File: config.mk
export PLATFORM = sky130hd
export DESIGN_NAME = packet_memory_bus_master
export DESIGN_NICKNAME = d
export VERILOG_FILES = /design/src/shared/pmem_pkg.sv /design/src/core/packet_memory_bus_master.sv
export SDC_FILE = /design/constraint.sdc
export NUM_CORES = 1
export LEC_CHECK = 0
export BUFFER_PORTS_ARGS = -buffer_cell sky130_fd_sc_hd__buf_2
export CAP_MARGIN = 5
export CORE_UTILIZATION = 55
export DETAILED_ROUTE_END_ITERATION = 10
export PLACE_DENSITY_LB_ADDON = 0.12
export RECOVER_POWER = 25
export SLEW_MARGIN = 20
export SYNTH_ARGS = -nofsm -noshare
export SYNTH_HDL_FRONTEND = slang
export SYNTH_SLANG_ARGS = --single-unit
File: constraint.sdc
create_clock -name core_clk_in -period 8.7 [get_ports core_clk_in]
set_input_delay 1.305 -clock core_clk_in [delete_from_list [all_inputs] [get_ports core_clk_in]]
set_output_delay 1.305 -clock core_clk_in [all_outputs]
set_load 0.01 [all_outputs]
File: src/shared/pmem_pkg.sv
// Purpose: Constants and carrier types for the packet memory bus master.
// Assumes: Byte-addressed 24-bit packet address, Wishbone word registers.
// Notes: Offsets are byte addresses of 32-bit aligned registers.
package pmem_pkg;
  localparam int ADDR_W = 24;
  localparam int DATA_W = 32;
  localparam int PAR_W = 4;
  localparam int PD_W = 36;
  localparam int PA_W = 16;
  localparam int CNT_W = 16;
  // Register byte offsets
  localparam logic [7:0] OFF_CTRL = 8'h00;
  localparam logic [7:0] OFF_MATCH = 8'h04;
  localparam logic [7:0] OFF_START = 8'h08;
  localparam logic [7:0] OFF_COUNT = 8'h0c;
  localparam logic [7:0] OFF_WDATA = 8'h10;
  localparam logic [7:0] OFF_RDATA = 8'h14;
  localparam logic [7:0] OFF_STATUS = 8'h18;
  // Status field positions
  localparam int STAT_BUSY = 0;
  localparam int STAT_PAR_ERR = 1;
  localparam int STAT_DONE = 2;
  // Reset values
  localparam logic [6:0] CTRL_RESET = 7'h00;
  localparam logic [15:0] MATCH_RESET = 16'h0000;
  // Address steps per transfer
  localparam logic [15:0] STEP_WIDE = 16'h0004;
  localparam logic [15:0] STEP_NARROW = 16'h0002;

  typedef enum logic [1:0] {ST_IDLE, ST_REQ, ST_XFER, ST_RELEASE} bus_state_t;

  // Control register layout, bit 0 is parity_sense
  typedef struct packed {
    logic write_dir;
    logic async_interface_select;
    logic bank_interleave_enable;
    logic addr_on_data_enable;
    logic narrow_16bit_select;
    logic parity_check_enable;
    logic parity_sense;
  } mode_t;

  typedef struct packed {
    bus_state_t st;
    mode_t mode;
    logic [15:0] match;
    logic [ADDR_W-1:0] start_addr;
    logic [ADDR_W-1:0] addr;
    logic [CNT_W-1:0] count;
    logic [DATA_W-1:0] wdata;
    logic [DATA_W-1:0] rdata;
    logic par_err;
    logic done;
    logic req;
    logic cyc_n;
    logic match_flag;
    logic rdy_dly;
    logic rdy_s1;
    logic rdy_s2;
    logic gnt_s1;
    logic gnt_s2;
    logic ack;
    logic [DATA_W-1:0] wb_rdat;
  } core_state_t;
endpackage : pmem_pkg

File: src/core/packet_memory_bus_master.sv
// Purpose: Packet memory bus master with request/grant, ready pacing, parity.
// Assumes: Pins are synchronous to core_clk_in except in async mode.
// Notes: Address bus and address-on-data follow addr_half_select_in directly.
`timescale 1ns/1ps

// Operation
// RL1: Top four data lines carry byte parity
// RL2: Parity sense 0 odd, 1 even
// RL3: Writer generates parity; reader checks when enabled
// RL4: Narrow mode uses data 15:0, parity 33:32
// RL5: Address on data during request with half-select
// RL6: Data tri-stated requesting without grant, half low
// RL7: Half-select muxes address halves combinationally
// RL8: Interleave puts bit 2 or 1 on line 0
// RL9: Compare address 13:2 with match register
// RL10: Release and re-request on 16-bit rollover
// RL11: Drop request the cycle after grant seen
// RL12: Arbiter holds grant during transfer, then drops
// RL13: Cycle strobe with request drop; gates address bus
// RL14: No strobes; writer drives data during cycle
// RL15: Delayed ready latches data, advances address
// RL16: After last word release cycle and buses
// RL17: Outside logic drops ready and grant afterwards
// RL18: Preempted by grant loss; resume later
// RL19: Async mode drops request, starts cycle on grant
// RL20: Async ready only when memory finished
// RL21: Async ready synchronized ends single transfer
// RL22: Async grant loss invalidates transfer, retry
// RL23: Async select chooses single or burst accesses
module packet_memory_bus_master (
  input wire logic core_clk_in,
  input wire logic rst_in,
  input wire logic wb_cyc_in,
  input wire logic wb_stb_in,
  input wire logic wb_we_in,
  input wire logic [7:0] wb_adr_in,
  input wire logic [3:0] wb_sel_in,
  input wire logic [pmem_pkg::DATA_W-1:0] wb_dat_in,
  output logic [pmem_pkg::DATA_W-1:0] wb_dat_out,
  output logic wb_ack_out,
  input wire logic [pmem_pkg::PD_W-1:0] packet_data_in,
  output logic [pmem_pkg::PD_W-1:0] packet_data_out,
  output logic packet_data_oe_n_out,
  output logic [pmem_pkg::PA_W-1:0] packet_addr_out,
  output logic packet_addr_oe_n_out,
  output logic mem_bus_request_out,
  input wire logic mem_bus_grant_in,
  input wire logic addr_half_select_in,
  output logic transfer_cycle_active_n_out,
  input wire logic transfer_ready_n_in,
  output logic addr_match_flag_out
);
  import pmem_pkg::*;

  core_state_t q;
  core_state_t d;
  logic [PAR_W-1:0] tx_par;
  logic [PAR_W-1:0] rx_par;
  logic [PAR_W-1:0] par_mask;
  logic [3:0] upper_ok;
  logic match_hit;
  logic eff_grant;
  logic eff_ready;
  logic [15:0] step;
  logic [16:0] low_sum;
  logic [ADDR_W-1:0] next_addr;
  logic wb_hit;
  logic [DATA_W-1:0] wb_merge;
  logic addr_phase;
  logic data_phase;
  logic [DATA_W-1:0] read_word;
  logic [PD_W-1:0] data_word;
  logic [DATA_W-1:0] match_merge;
  logic [DATA_W-1:0] start_merge;

  // Byte lane merge for Wishbone writes
  function automatic logic [DATA_W-1:0] merge_sel(input logic [DATA_W-1:0] old_v,
                                                  input logic [DATA_W-1:0] new_v,
                                                  input logic [3:0] sel);
    logic [DATA_W-1:0] m;
    m = {{8{sel[3]}}, {8{sel[2]}}, {8{sel[1]}}, {8{sel[0]}}};
    return (old_v & ~m) | (new_v & m);
  endfunction : merge_sel

  // Per-byte parity, generated and expected
  genvar gi;
  generate
    for (gi = 0; gi < PAR_W; gi++) begin : g_par
      assign tx_par[gi] = ^q.wdata[gi*8 +: 8] ^ ~q.mode.parity_sense; // [RL1] [RL2] [RL3]
      assign rx_par[gi] = ^packet_data_in[gi*8 +: 8] ^ ~q.mode.parity_sense; // [RL2]
    end
    // Upper match bits compared only where register bit is zero
    for (gi = 0; gi < 4; gi++) begin : g_match
      assign upper_ok[gi] = q.match[12+gi] | ~q.addr[14+gi]; // [RL9]
    end
  endgenerate

  // Address compare, step and rollover detection
  assign match_hit = (q.addr[13:2] == q.match[11:0]) && (&upper_ok); // [RL9]
  assign step = q.mode.narrow_16bit_select ? STEP_NARROW : STEP_WIDE;
  assign low_sum = {1'b0, q.addr[15:0]} + {1'b0, step};
  assign next_addr = {q.addr[23:16] + {7'h00, low_sum[16]}, low_sum[15:0]};
  assign par_mask = q.mode.narrow_16bit_select ? 4'h3 : 4'hf; // [RL4]
  assign read_word = q.mode.narrow_16bit_select ? {16'h0000, packet_data_in[15:0]}
                                                : packet_data_in[31:0];

  // Grant and ready as seen by the sequencer in each mode
  assign eff_grant = q.mode.async_interface_select ? q.gnt_s2 : mem_bus_grant_in; // [RL23]
  assign eff_ready = q.mode.async_interface_select ? (q.rdy_s2 & ~q.cyc_n)
                                                   : q.rdy_dly; // [RL15] [RL21] [RL20]
  assign wb_hit = wb_cyc_in & wb_stb_in & ~q.ack;
  assign wb_merge = merge_sel(32'h0000_0000, wb_dat_in, wb_sel_in);
  // Lane merges of the narrower registers, cut to width where used
  assign match_merge = merge_sel({16'h0000, q.match}, wb_dat_in, wb_sel_in);
  assign start_merge = merge_sel({8'h00, q.start_addr}, wb_dat_in, wb_sel_in);

  // Next state: bus slave, status flags, access sequencer
  always_comb begin
    d = q;
    d.ack = 1'b0;
    d.rdy_dly = ~transfer_ready_n_in & ~q.cyc_n; // [RL15]
    d.rdy_s1 = ~transfer_ready_n_in; // [RL21]
    d.rdy_s2 = q.rdy_s1;
    d.gnt_s1 = mem_bus_grant_in; // [RL23]
    d.gnt_s2 = q.gnt_s1;
    d.match_flag = match_hit; // [RL9]
    if (wb_hit) begin
      d.ack = 1'b1;
      d.wb_rdat = 32'h0000_0000;
      case (wb_adr_in)
        OFF_CTRL: begin
          d.wb_rdat = {25'h0, q.mode};
          if (wb_we_in && wb_sel_in[0]) begin
            d.mode = mode_t'(wb_dat_in[6:0]);
          end
        end
        OFF_MATCH: begin
          d.wb_rdat = {16'h0000, q.match};
          if (wb_we_in) begin
            d.match = match_merge[15:0];
          end
        end
        OFF_START: begin
          d.wb_rdat = {8'h00, q.start_addr};
          if (wb_we_in) begin
            d.start_addr = start_merge[23:0];
          end
        end
        OFF_COUNT: begin
          d.wb_rdat = {16'h0000, q.count};
          if (wb_we_in && q.st == ST_IDLE) begin
            d.count = wb_merge[15:0];
            d.addr = q.start_addr;
          end
        end
        OFF_WDATA: begin
          d.wb_rdat = q.wdata;
          if (wb_we_in) begin
            d.wdata = merge_sel(q.wdata, wb_dat_in, wb_sel_in);
          end
        end
        OFF_RDATA: begin
          d.wb_rdat = q.rdata;
        end
        OFF_STATUS: begin
          d.wb_rdat = {29'h0, q.done, q.par_err, q.st != ST_IDLE};
          if (wb_we_in && wb_sel_in[0]) begin
            d.par_err = q.par_err & ~wb_dat_in[STAT_PAR_ERR];
            d.done = q.done & ~wb_dat_in[STAT_DONE];
          end
        end
        default: begin
          d.wb_rdat = 32'h0000_0000;
        end
      endcase
    end
    // Sequencer; flags set below win over a clear above
    case (q.st)
      ST_IDLE: begin
        if (q.count != 16'h0000) begin
          d.req = 1'b1;
          d.st = ST_REQ;
        end
      end
      ST_REQ: begin
        if (eff_grant) begin
          d.req = 1'b0; // [RL11] [RL19]
          d.cyc_n = 1'b0; // [RL13] [RL19]
          d.st = ST_XFER;
        end
      end
      ST_XFER: begin
        if (eff_ready) begin
          if (!q.mode.write_dir) begin
            d.rdata = read_word; // [RL15]
            if (q.mode.parity_check_enable &&
                |((rx_par ^ packet_data_in[35:32]) & par_mask)) begin
              d.par_err = 1'b1; // [RL3]
            end
          end
          d.addr = next_addr; // [RL15]
          d.count = q.count - 16'h0001;
          if (q.count == 16'h0001) begin
            d.cyc_n = 1'b1; // [RL16]
            d.done = 1'b1;
            d.st = ST_RELEASE;
          end else if (low_sum[16] || q.mode.async_interface_select || !eff_grant) begin
            d.cyc_n = 1'b1; // [RL10] [RL21] [RL23]
            d.st = ST_RELEASE;
          end
        end else if (!eff_grant) begin
          d.cyc_n = 1'b1; // [RL18] [RL22]
          d.st = ST_RELEASE;
        end
      end
      ST_RELEASE: begin
        if (!eff_grant) begin
          if (q.count != 16'h0000) begin
            d.req = 1'b1; // [RL10] [RL18] [RL22] [RL12] [RL17]
            d.st = ST_REQ;
          end else begin
            d.st = ST_IDLE;
          end
        end
      end
      default: begin
        d.st = ST_IDLE;
        d.req = 1'b0;
        d.cyc_n = 1'b1;
      end
    endcase
  end

  // State register
  always_ff @(posedge core_clk_in or posedge rst_in) begin
    if (rst_in) begin
      q <= '0;
      q.st <= ST_IDLE;
      q.mode <= mode_t'(CTRL_RESET);
      q.match <= MATCH_RESET;
      q.cyc_n <= 1'b1;
    end else begin
      q <= d;
    end
  end

  // Data bus drive: address while requesting, write data during cycle
  assign addr_phase = q.mode.addr_on_data_enable & q.req & ~mem_bus_grant_in &
                      addr_half_select_in; // [RL5] [RL6]
  assign data_phase = q.mode.write_dir & ~q.cyc_n; // [RL14] [RL6]
  assign data_word = q.mode.narrow_16bit_select ?
                     {2'b00, tx_par[1:0], 16'h0000, q.wdata[15:0]} : // [RL4]
                     {tx_par, q.wdata}; // [RL1] [RL3]
  assign packet_data_out = addr_phase ? {4'h0, 8'h00, q.addr} : data_word; // [RL5]
  assign packet_data_oe_n_out = ~(addr_phase | data_phase); // [RL6] [RL16]

  // Address bus halves chosen by half select, no clock involved
  assign packet_addr_out = addr_half_select_in ? q.addr[15:0] : // [RL7]
                           q.mode.bank_interleave_enable ?
                           {q.addr[23:9], q.mode.narrow_16bit_select ? q.addr[1] : q.addr[2]} :
                           q.addr[23:8]; // [RL8] [RL7]
  assign packet_addr_oe_n_out = q.cyc_n; // [RL13] [RL16]

  // Registered outputs
  assign mem_bus_request_out = q.req;
  assign transfer_cycle_active_n_out = q.cyc_n;
  assign addr_match_flag_out = q.match_flag;
  assign wb_ack_out = q.ack;
  assign wb_dat_out = q.wb_rdat;
endmodule : packet_memory_bus_master

=== After elaboration in Yosys (flattened, before gate mapping) ===
Index checks and enable logic that the tools add are counted.

* Output and inout bits: 90
* Register bits after elaboration: 196
* Input port bits: 88
* Word-level logic and storage cells: 167

* Muxes and demuxes: 45
* Add/sub/neg operators: 3
* Bitwise logic cells: 46
* Eq/ne operators: 16
* Reduce and logical (&&, ||, !) cells: 31

{| class="wikitable"
|+ Operator list
! cell !! number
|-
| 32-bit one-hot mux with 7 select lines || 1
|-
| 40-bit 2-to-1 mux || 4
|-
| 32-bit 2-to-1 mux || 3
|-
| 36-bit 2-to-1 mux || 2
|-
| 72-bit 2-to-1 mux || 1
|-
| 32-bit AND || 2
|-
| 8-bit XOR reduction || 8
|-
| 33-bit 2-to-1 mux || 1
|-
| 32-bit NOT || 1
|-
| 32-bit OR || 1
|-
| 2-bit 2-to-1 mux || 13
|-
| 24-bit AND || 1
|-
| 8-bit by 5-bit equality test with 1-bit output, second input constant || 3
|-
| 24-bit OR || 1
|-
| 3-bit AND reduction || 6
|-
| 16-bit by 3-bit adder with 17-bit output || 1
|-
| 16-bit AND || 1
|-
| 16-bit by 1-bit equality test with 1-bit output, second input constant || 1
|-
| 8-bit by 4-bit equality test with 1-bit output, second input constant || 2
|-
| 16-bit 2-to-1 mux || 1
|-
| 16-bit OR || 1
|-
| 16-bit nonzero test || 1
|-
| 16-bit by 1-bit subtractor with 16-bit output, second input constant || 1
|-
| 1-bit 2-to-1 mux || 14
|-
| other kinds (30) || 70
|}

=== Depth between registers and ports, before layout ===
Gate-level depths: netlist (run 1).

* Depth after elaboration: 10
* Mapped depth: 13
* Mapped depth without buffers: 12

=== Worst setup path after synthesis (run 1) ===
OpenSTA, ideal clock, no wires.

* Path type: input port to output port
* Start: in addr_half_select_in
* End: out packet_addr_out[11] in the netlist's numbering
* Required time: 7.395 ns
* Path slack: 5.166 ns
* Buffers on the path: 2
* Stages: 3
* Data arrival time: 2.229 ns
* Path through: clkbuf_1 -> clkbuf_1 -> mux2_2

* Cells in the longest elaborated chain, start to end: 1

{| class="wikitable"
|+ RTL lines
! element !! line !! source
|-
| from (decl) || packet_memory_bus_master.sv:48 || <nowiki>input wire logic addr_half_select_in,</nowiki>
|-
| 16-bit 2-to-1 mux || packet_memory_bus_master.sv:258 || <nowiki>assign packet_addr_out = addr_half_select_in ? q.addr[15:0] :</nowiki>
|-
| to (decl) || packet_memory_bus_master.sv:44 || <nowiki>output logic [pmem_pkg::PA_W-1:0] packet_addr_out,</nowiki>
|}

No other way between the ends.

==> results of run 1 <==
## logic make-up after synthesis
family                   after synthesis
buffers and inverters                120
AND/OR/NAND/NOR                      376
AO/OA/AOI/OAI                        232
adder cells (fa/ha/maj)               12
flip-flops                           196
XOR/XNOR                              78
multiplexers                          97
## Yosys cell counts (2+ instances only)
master / number / share of area, %
o221a_2: 4 / 0.41
o31ai_1: 2 / 0.14
buf_4: 37 / 2.6
a311oi_1: 10 / 0.80
a31oi_1: 2 / 0.11
a21o_1: 15 / 1.0
buf_2: 18 / 0.83
and3_1: 14 / 0.80
nand4_1: 11 / 0.63
a41oi_1: 2 / 0.16
a221oi_1: 2 / 0.16
a22o_1: 15 / 1.2
a21oi_1: 61 / 2.8
nor2_1: 46 / 1.6
nand2_1: 197 / 6.8
o211ai_1: 3 / 0.21
a222oi_1: 21 / 1.9
xor2_1: 14 / 1.1
nand4_2: 3 / 0.34
xnor3_1: 2 / 0.41
nor3_1: 13 / 0.60
a32oi_1: 2 / 0.16
xnor2_1: 62 / 5.0
ha_1: 11 / 1.3
nor4_4: 2 / 0.39
clkbuf_1: 41 / 1.4
mux2i_1: 7 / 0.64
a211oi_1: 5 / 0.34
nor4_1: 3 / 0.17
nand2b_1: 4 / 0.23
and2_1: 5 / 0.29
dfrtp_1: 195 / 45
mux2_2: 89 / 9.2
nand3_1: 50 / 2.3
inv_1: 19 / 0.65
a22oi_1: 9 / 0.62
or3_1: 2 / 0.11
nand3b_1: 5 / 0.34
nor2b_1: 3 / 0.17
o22ai_1: 6 / 0.34
o21ai_0: 63 / 2.9
buf_6: 4 / 0.41
nor4b_4: 2 / 0.44
## through the flow
stage               worst slack [ps]  util, %
finish                          4210     62.6
global route                    3980     62.6
CTS                             4350     62.8
detailed placement              3890     59.8
global placement                3600     59.7
floorplan                       2060        -
## critical path: stages
cell      delay (ps)
buf_2            170
nor4_4           660
and4_1           720
nand4_1          720
nand2b_2         770
o221a_2          460
## metal layers
metal | track usage (%) | up-vias | wire length (µm)
met5 | 0 | - | 12
met4 | 9.51 | 2 | 649
met3 | 8.08 | 54 | 3370
met2 | 48.5 | 501 | 14400
met1 | 48.3 | 4464 | 14000
li1 | - | 4120 | -
## path summary, 6_finish.rpt
path	slack (ps)	startpoint	cells after the start	end
worst max register to register	4490	q[189]$_DFFE_PP0P_	11	q[146]$_DFF_PP0_
max in group asynchronous	4650	rst_in	3	wb_dat_out[13]$_DFFE_PP0P_
worst max-delay path	4210	wb_adr_in[4]	6	q[129]$_DFF_PP0_
min in group asynchronous	2030	rst_in	2	wb_dat_out[18]$_DFFE_PP0P_
worst min register to register	350	d[35]$_DFF_PP0_	0	q[35]$_DFF_PP0_
worst min-delay path	350	d[35]$_DFF_PP0_	0	q[35]$_DFF_PP0_
## power groups by stage
| stage | sequential, mW | combinational, mW | clock (mW) |
|---|---|---|---|
| floorplan | 1.19 | 0.492 | 0 |
| global placement | 1.30 | 0.633 | 0 |
| detailed placement | 1.30 | 0.648 | 0 |
| CTS | 1.28 | 0.651 | 0.792 |
| global route | 1.31 | 0.730 | 0.828 |
| finish | 1.29 | 0.651 | 0.786 |
## cell type report
| class | instances | area (µm²) | area share, % |
|---|---|---|---|
| repair buffers | 188 | 960 | 7.88 |
| multi-input cells | 795 | 5330 | 43.8 |
| well taps | 265 | 332 | 2.72 |
| inverters | 19 | 72.6 | 0.596 |
| flip-flops and latches | 196 | 4910 | 40.3 |
| clock inverters | 15 | 155 | 1.27 |
| clock buffers | 17 | 425 | 3.49 |
==> summary.md, run 1 <==
| Metric | Value |
|---|---|
| TritonCTS clock tree | `built` |
| Post-route clock period utilization | `between 50% and 60%` |
| Main flop type after synthesis | `dfrtp_1` |
| Seq/Total Area, Yosys | `roughly 45%` |
| Fillers | `1649` |
| Sw Ratio | `roughly 37%` |
| Clock power frac | `roughly 29%` |
| Placed cells | `~1500` |
| Worst-Skew Late Latency | `450 ps` |
| Initial core utilization | `between 50% and 60%` |
| 1st-iter DRT viols | `between 1000 and 1500` |
| Initial antenna violation count | `1` |
| Fraction of registers with async set/reset | `between 90% and 100%` |
| Syn Nets | `between 1000 and 1500` |
| Cell variety after synth | `73` |
| Synth Area in Compound Gates | `between 10% and 20%` |
| Share of post-route cells with drive strength above 1 | `roughly a quarter` |
| Die H | `143 µm` |
| Synth warn | `0` |
| Sw power | `~1 mW` |
| Sequential power share | `roughly 47%` |
| DRC | `0` |
| Port buffer count | `approximately 180` |
| Slew HR | `-167%` |
| Failing checks | `capacitance limit, slew limit` |
| Final GP Congestion | `0.947` |
| CTS Buffer Depth | `2` |
| Comb pwr share | `about a quarter` |
| Core footprint | `around 0.02 mm²` |
| Post-layout power | `about 2.7 mW` |
| Post-synthesis register bit count | `roughly 200` |
| Post-route ant nets | `0` |
| Outcome | `finished, violations left` |
| Post-synth EDFFs | `0` |
| RSZ-0062 raised after global routing | `no` |
| PostCTS Resize Cnt | `0` |
| Post-CTS Hold Fix Bufs | `0` |
| Critical Path Source Type | `input pin` |
| Vias in the first global route | `8611` |
| Pwr/cell area | `between 200 and 250 mW/mm²` |
| Post-DP HPWL | `23.1 mm` |
| # nets final | `approximately 1300` |
| Main combinational cell family by area after synthesis | `simple AND/OR/NAND/NOR gates` |
| Largest net degree at the start of global routing | `between 80 and 90` |
| Final max-slew violation count | `123` |
| Setup bufs post-CTS | `0` |
| Syn_area_per_cell | `~10 µm²` |
| Commonest non-fill, non-tap cell in the layout | `nand2_1` |
| Post-synthesis simple-gate area fraction | `16.7%` |
| Routed vias/inst | `approximately 6.1` |
| Clock Root Buffer | `clkbuf_16` |
| DR pass1 iterations | `10` |
| Commonest non-fill, non-tap cells in the layout | `nand2_1 (197), dfrtp_1 (195), buf_2 (167)` |
| Diodes inserted | `0` |
| Num CTS Buffers | `17` |
| Minimum clock period | `around 4500 ps` |
| Max Cap Viol | `2` |
| CP endpoint kind | `register` |
| Routed wire length | `around 32 mm` |
| Syn Std Cell Area | `around 0.011 mm²` |
| Clock Pin Slew Worst Setup and Hold Paths | `about 80 ps` |
| Overall routing resource usage | `33.0%` |
| First-pass GRT wire length | `approximately 50 mm` |
| Mux cell area share after synthesis | `around a tenth` |
| Syn Inst Count | `between 1000 and 1500` |
| Post-route insts no fill | `about 1500` |
| DIE WIDTH | `between 100 and 150 µm` |
| Vias | `9141` |
| Crit-path max FO | `28` |
| Placed Area | `between 0.01 and 0.015 mm²` |
| Maximum clock rate | `~0.22 GHz` |
| Post-synthesis adder-cell area fraction | `about 1.4%` |
| Hold crit path type | `register to register` |
| Routed WL per cell | `roughly 22 µm` |
| Syn-to-layout area delta | `11.8%` |
| Required time of the critical path | `about 9000 ps` |
| Arrival time worst endpoint | `~4800 ps` |
| Worst-margin pin slew | `3980 ps` |
| Leak | `between 5 and 6 nW` |
| DIE AREA | `0.0204 mm²` |
| Grt ovf | `0` |
| VDD IR max | `148 µV` |
| Synth Area in XOR/XNOR | `under 10%` |
| Row cnt | `51` |
| Final Hold Viols | `0` |
| Crit path kind | `input pin to register` |
| Sink Count | `between 150 and 200` |
| Final setup fails | `0` |
| H-tree levels | `4` |
| Top-Level Pins | `about 180` |
| Sum Neg Setup Slack | `0 ps` |
| WHS | `about 350 ps` |
| P_int | `roughly 1.7 mW` |
| Final Skew | `between 10 and 15 ps` |
| Design area | `around 0.012 mm²` |
Note: power is estimated with default switching activity, not from simulation.
==> run 2: changes to the inputs <==
Settings changed: ABC_AREA from default to 1.
Clock period 8.7 ns to 4.4 ns, I/O delays scaled along.
==> run 2 against run 1 <==
  * The flow still finishes with violations (capacitance limit, slew limit)
  * Routed wire length increased by 4.1%
  * Critical path depth decreased by 3
  * Synthesized cell count increased by 38%
  * Flip-flop and latch count unchanged
  * Largest cell class unchanged
  * Highest routed layer is now met4
  * Clock-buffer cell count increased by 4
  * Via count increased by 18%
  * Largest power group unchanged
  * Critical path type is now input pin to asynchronous set/reset pin
  * Combinational power increased by 110%
  * Worst hold slack improved by 1.0 ps
==> summary.md, run 2 <==
| Metric | Value |
|---|---|
| Outcome | `finished, violations left` |
| Failing checks | `capacitance limit, slew limit` |
| First-pass GRT wire length | `53.0 mm (+6.0%)` |
| Share of post-route cells with drive strength above 1 | `13.8% (-13 points)` |
| Synth warn | `0 (unchanged)` |
| Sum Neg Setup Slack | `0 ps (unchanged)` |
| Syn Nets | `1636 (+35%)` |
| CTS Buffer Depth | `2 (unchanged)` |
| Post-DP HPWL | `25.2 mm (+8.9%)` |
| Top-Level Pins | `178 (unchanged)` |
| Clock Root Buffer | `clkbuf_16` |
| Fraction of registers with async set/reset | `100% (unchanged)` |
| Routed WL per cell | `17.4 µm (-20%)` |
| Num CTS Buffers | `17 (unchanged)` |
| Final GP Congestion | `0.944 (-0.36%)` |
| DIE AREA | `0.0212 mm² (+3.8%)` |
| Critical Path Source Type | `input pin` |
| Vias | `10765 (+18%)` |
| Cell variety after synth | `42 (-42%)` |
| Post-CTS Hold Fix Bufs | `0 (unchanged)` |
| Initial antenna violation count | `0 (-1)` |
| Reg2reg end | `q[146]$_DFF_PP0_` |
| Worst-margin pin slew | `2160 ps (-1820 ps)` |
| PostCTS Resize Cnt | `0 (unchanged)` |
| Synth Area in XOR/XNOR | `3.95% (-2.6 points)` |
| Pwr/cell area | `414 mW/mm² (+85%)` |
| Slew HR | `-44.0% (+120 points)` |
| Arrival time worst endpoint | `3380 ps (-1450 ps)` |
| # nets final | `1752 (+33%)` |
| Post-synthesis register bit count | `196 (unchanged)` |
| Mux cell area share after synthesis | `0% (-10 points)` |
| Critical path's slowest cell | `clkbuf_1` |
| Setup bufs post-CTS | `0 (unchanged)` |
| TritonCTS clock tree | `built` |
| WHS | `353 ps (+1.02 ps)` |
| R2R setup slack | `1290 ps (-3200 ps)` |
| Worst-Skew Late Latency | `430 ps (-20 ps)` |
| CP endpoint kind | `asynchronous set/reset pin` |
| Required time of the critical path | `4510 ps (-4530 ps)` |
| Syn-to-layout area delta | `11.5%` |
| Post-synth top area share | `43.1% (-1.7 points)` |
| R2R Path Start | `q[189]$_DFFE_PP0P_` |
| Routed vias/inst | `5.56 (-9.1%)` |
| Core footprint | `0.0202 mm² (+3.6%)` |
| Worst setup path start | `rst_in` |
| Design area | `0.0126 mm² (+3.6%)` |
| Syn Inst Count | `1536 (+38%)` |
| Post-synthesis simple-gate area fraction | `23.3% (+6.7 points)` |
| Critical path depth in cells | `3 (-3)` |
| Crit-path max FO | `39 (+39%)` |
| Post-route ant nets | `0 (unchanged)` |
| Final max-slew violation count | `201 (+63%)` |
| Overall routing resource usage | `32.3% (-0.68 points)` |
| 1st-iter DRT viols | `972 (-20%)` |
| Max incr delay on CP | `1620 ps (+850 ps)` |
| CP cell instances | `buf_2, clkinvlp_2, clkbuf_1` |
| Vias in the first global route | `9897 (+15%)` |
| Main combinational cell family by area after synthesis | `simple AND/OR/NAND/NOR gates` |
| Row cnt | `52 (+2.0%)` |
| Post-route clock period utilization | `between 70% and 80%` |
| Leak | `6.27 nW (+5.5%)` |
| Final setup fails | `0 (unchanged)` |
| Largest net degree at the start of global routing | `122 (+37%)` |
| Final Hold Viols | `0 (unchanged)` |
| Minimum clock period | `about 3300 ps` |
| Syn Std Cell Area | `0.0113 mm² (+3.9%)` |
| Clock Pin Slew Worst Setup and Hold Paths | `70 ps (about the same)` |
| Synth Area in Compound Gates | `17.1% (+2.8 points)` |
| VDD IR max | `294 µV (+100%)` |
| Largest cells by area after synthesis | `dfrtp_1 (43%), nand2_1 (15%), inv_1 (6.0%), o21ai_0 (5.5%), o21ai_1 (4.0%)` |
| Final Skew | `13.1 ps (-0.310 ps)` |
| Grt ovf | `0 (unchanged)` |
| DRC | `0 (unchanged)` |
| Setup ws final | `1130 ps (-3080 ps)` |
| Crit path kind | `input pin to asynchronous set/reset pin` |
| Commonest non-fill, non-tap cells in the layout | `nand2_1 (438), dfrtp_1 (195), inv_1 (179)` |
| Initial core utilization | `56.1% (+0.14 points)` |
| H-tree levels | `4 (unchanged)` |
| Worst R2R Path Depth | `16 (+5)` |
| DIE WIDTH | `145 µm (+1.9%)` |
| RSZ-0062 raised after global routing | `no` |
| Routed wire length | `33.7 mm (+4.1%)` |
| Maximum clock rate | `approximately 0.3 GHz` |
| Die H | `145 µm (+1.9%)` |
| Synth top cells by count | `nand2_1 (438), dfrtp_1 (195), inv_1 (180)` |
| DR pass1 iterations | `6 (-4)` |
| Commonest non-fill, non-tap cell in the layout | `nand2_1` |
| Sink Count | `196 (unchanged)` |
| Max Cap Viol | `3 (+1)` |
| Main flop type after synthesis | `dfrtp_1` |
| Seq/Total Area, Yosys | `43.4% (-1.7 points)` |
| Pre-CTS WS | `1130 ps (-2750 ps)` |
| Most common cell in the netlist | `nand2_1` |
| Placed Area | `0.0121 mm² (+4.2%)` |
| Hold crit path type | `register to register` |
| Worst path bufs/invs | `3 (+2)` |
| CP delay by family, top | `buffers and inverters` |
| Biggest area consumer among synthesized cells | `dfrtp_1` |
| Post-synthesis adder-cell area fraction | `1.39% (-0.054 points)` |
| Port buffer count | `177 (unchanged)` |
| Post-layout power | `5.22 mW (+91%)` |
| Syn_area_per_cell | `7.37 µm² (-25%)` |
| Post-synth EDFFs | `0 (unchanged)` |
## run 2: cell count changes in the layout (fill, tap and decap cells not counted), sizes merged, moves of 34 or more
cell,previous run,this run
inv,28,194
mux2,89,0
nand2,199,446
nor2,47,90
o21ai,63,215
xnor2,62,28
## run 2: kinds of logic (layout without fill, tap and decap cells)
family / Yosys count / after routing
flip-flops: 196 / 196
adder cells (fa/ha/maj): 12 / 12
AO/OA/AOI/OAI: 364 / 364
AND/OR/NAND/NOR: 629 / 629
other: 0 / 2
XOR/XNOR: 51 / 51
buffers and inverters: 284 / 413
## run 2: final cells by class
type | instances | area (µm²)
Antenna cell | 2 | 5.00
Clock buffer | 21 | 440
Clock inverter | 11 | 105
Fill cell | 1883 | 7550
Inverter | 194 | 729
Multi-Input combinational cell | 1056 | 5180
Sequential cell | 196 | 4910
Tap cell | 270 | 338
Timing Repair Buffer | 187 | 912
## run 2: per-stage QoR
stage / cells / util (%)
after floorplan: 1536 / -
after global placement: 1903 / 60.1
after detailed placement: 1903 / 60.1
after CTS: 1935 / 62.9
after global routing: 1935 / 62.5
final: 1937 / 62.6
## run 2: power breakdown
| group | total (mW) | leakage [nW] | switching (mW) | internal [mW] |
|---|---|---|---|---|
| Sequential | 2.39 | 2.47 | 0.288 | 2.10 |
| Combinational | 1.35 | 3.54 | 0.884 | 0.467 |
| Clock | 1.48 | 0.247 | 0.695 | 0.783 |
## run 2: how the worst min path moves through the flow
| stage | cells after the start | from | to | slack [ps] |
|---|---|---|---|---|
| final | 0 | d[35]$_DFF_PP0_ | q[35]$_DFF_PP0_ | 350 |
| after global routing | 1 | mem_bus_grant_in | d[33]$_DFF_PP0_ | 360 |
| after CTS | 1 | mem_bus_grant_in | d[33]$_DFF_PP0_ | 350 |
| after detailed placement | 0 | d[35]$_DFF_PP0_ | q[35]$_DFF_PP0_ | 340 |
| after global placement | 0 | d[35]$_DFF_PP0_ | q[35]$_DFF_PP0_ | 330 |
| after floorplan | 0 | d[33]$_DFF_PP0_ | q[33]$_DFF_PP0_ | 330 |
## run 2: worst register-to-register path, cell delays in order, from the launching register on
cell and delay (ps):
dfrtp_1 480, inv_1 60, buf_4 220, ha_1 300, a21oi_1 60, nor2_2 140, nand2_2 100, nor2_4 160
nand2_4 90, nor4_1 280, ha_1 240, nand3_1 120, nor3_1 300, nand3_1 150, o21ai_0 160, a21oi_1 60
a21oi_1 110
## run 2: per-layer routing
metal	wire length (µm)	vias up	GRT usage (%)
met4	1550	0	16.6
met1	14400	5087	44.3
met5	0	-	0
li1	-	5154	-
met2	15300	432	50.8
met3	2430	92	4.01
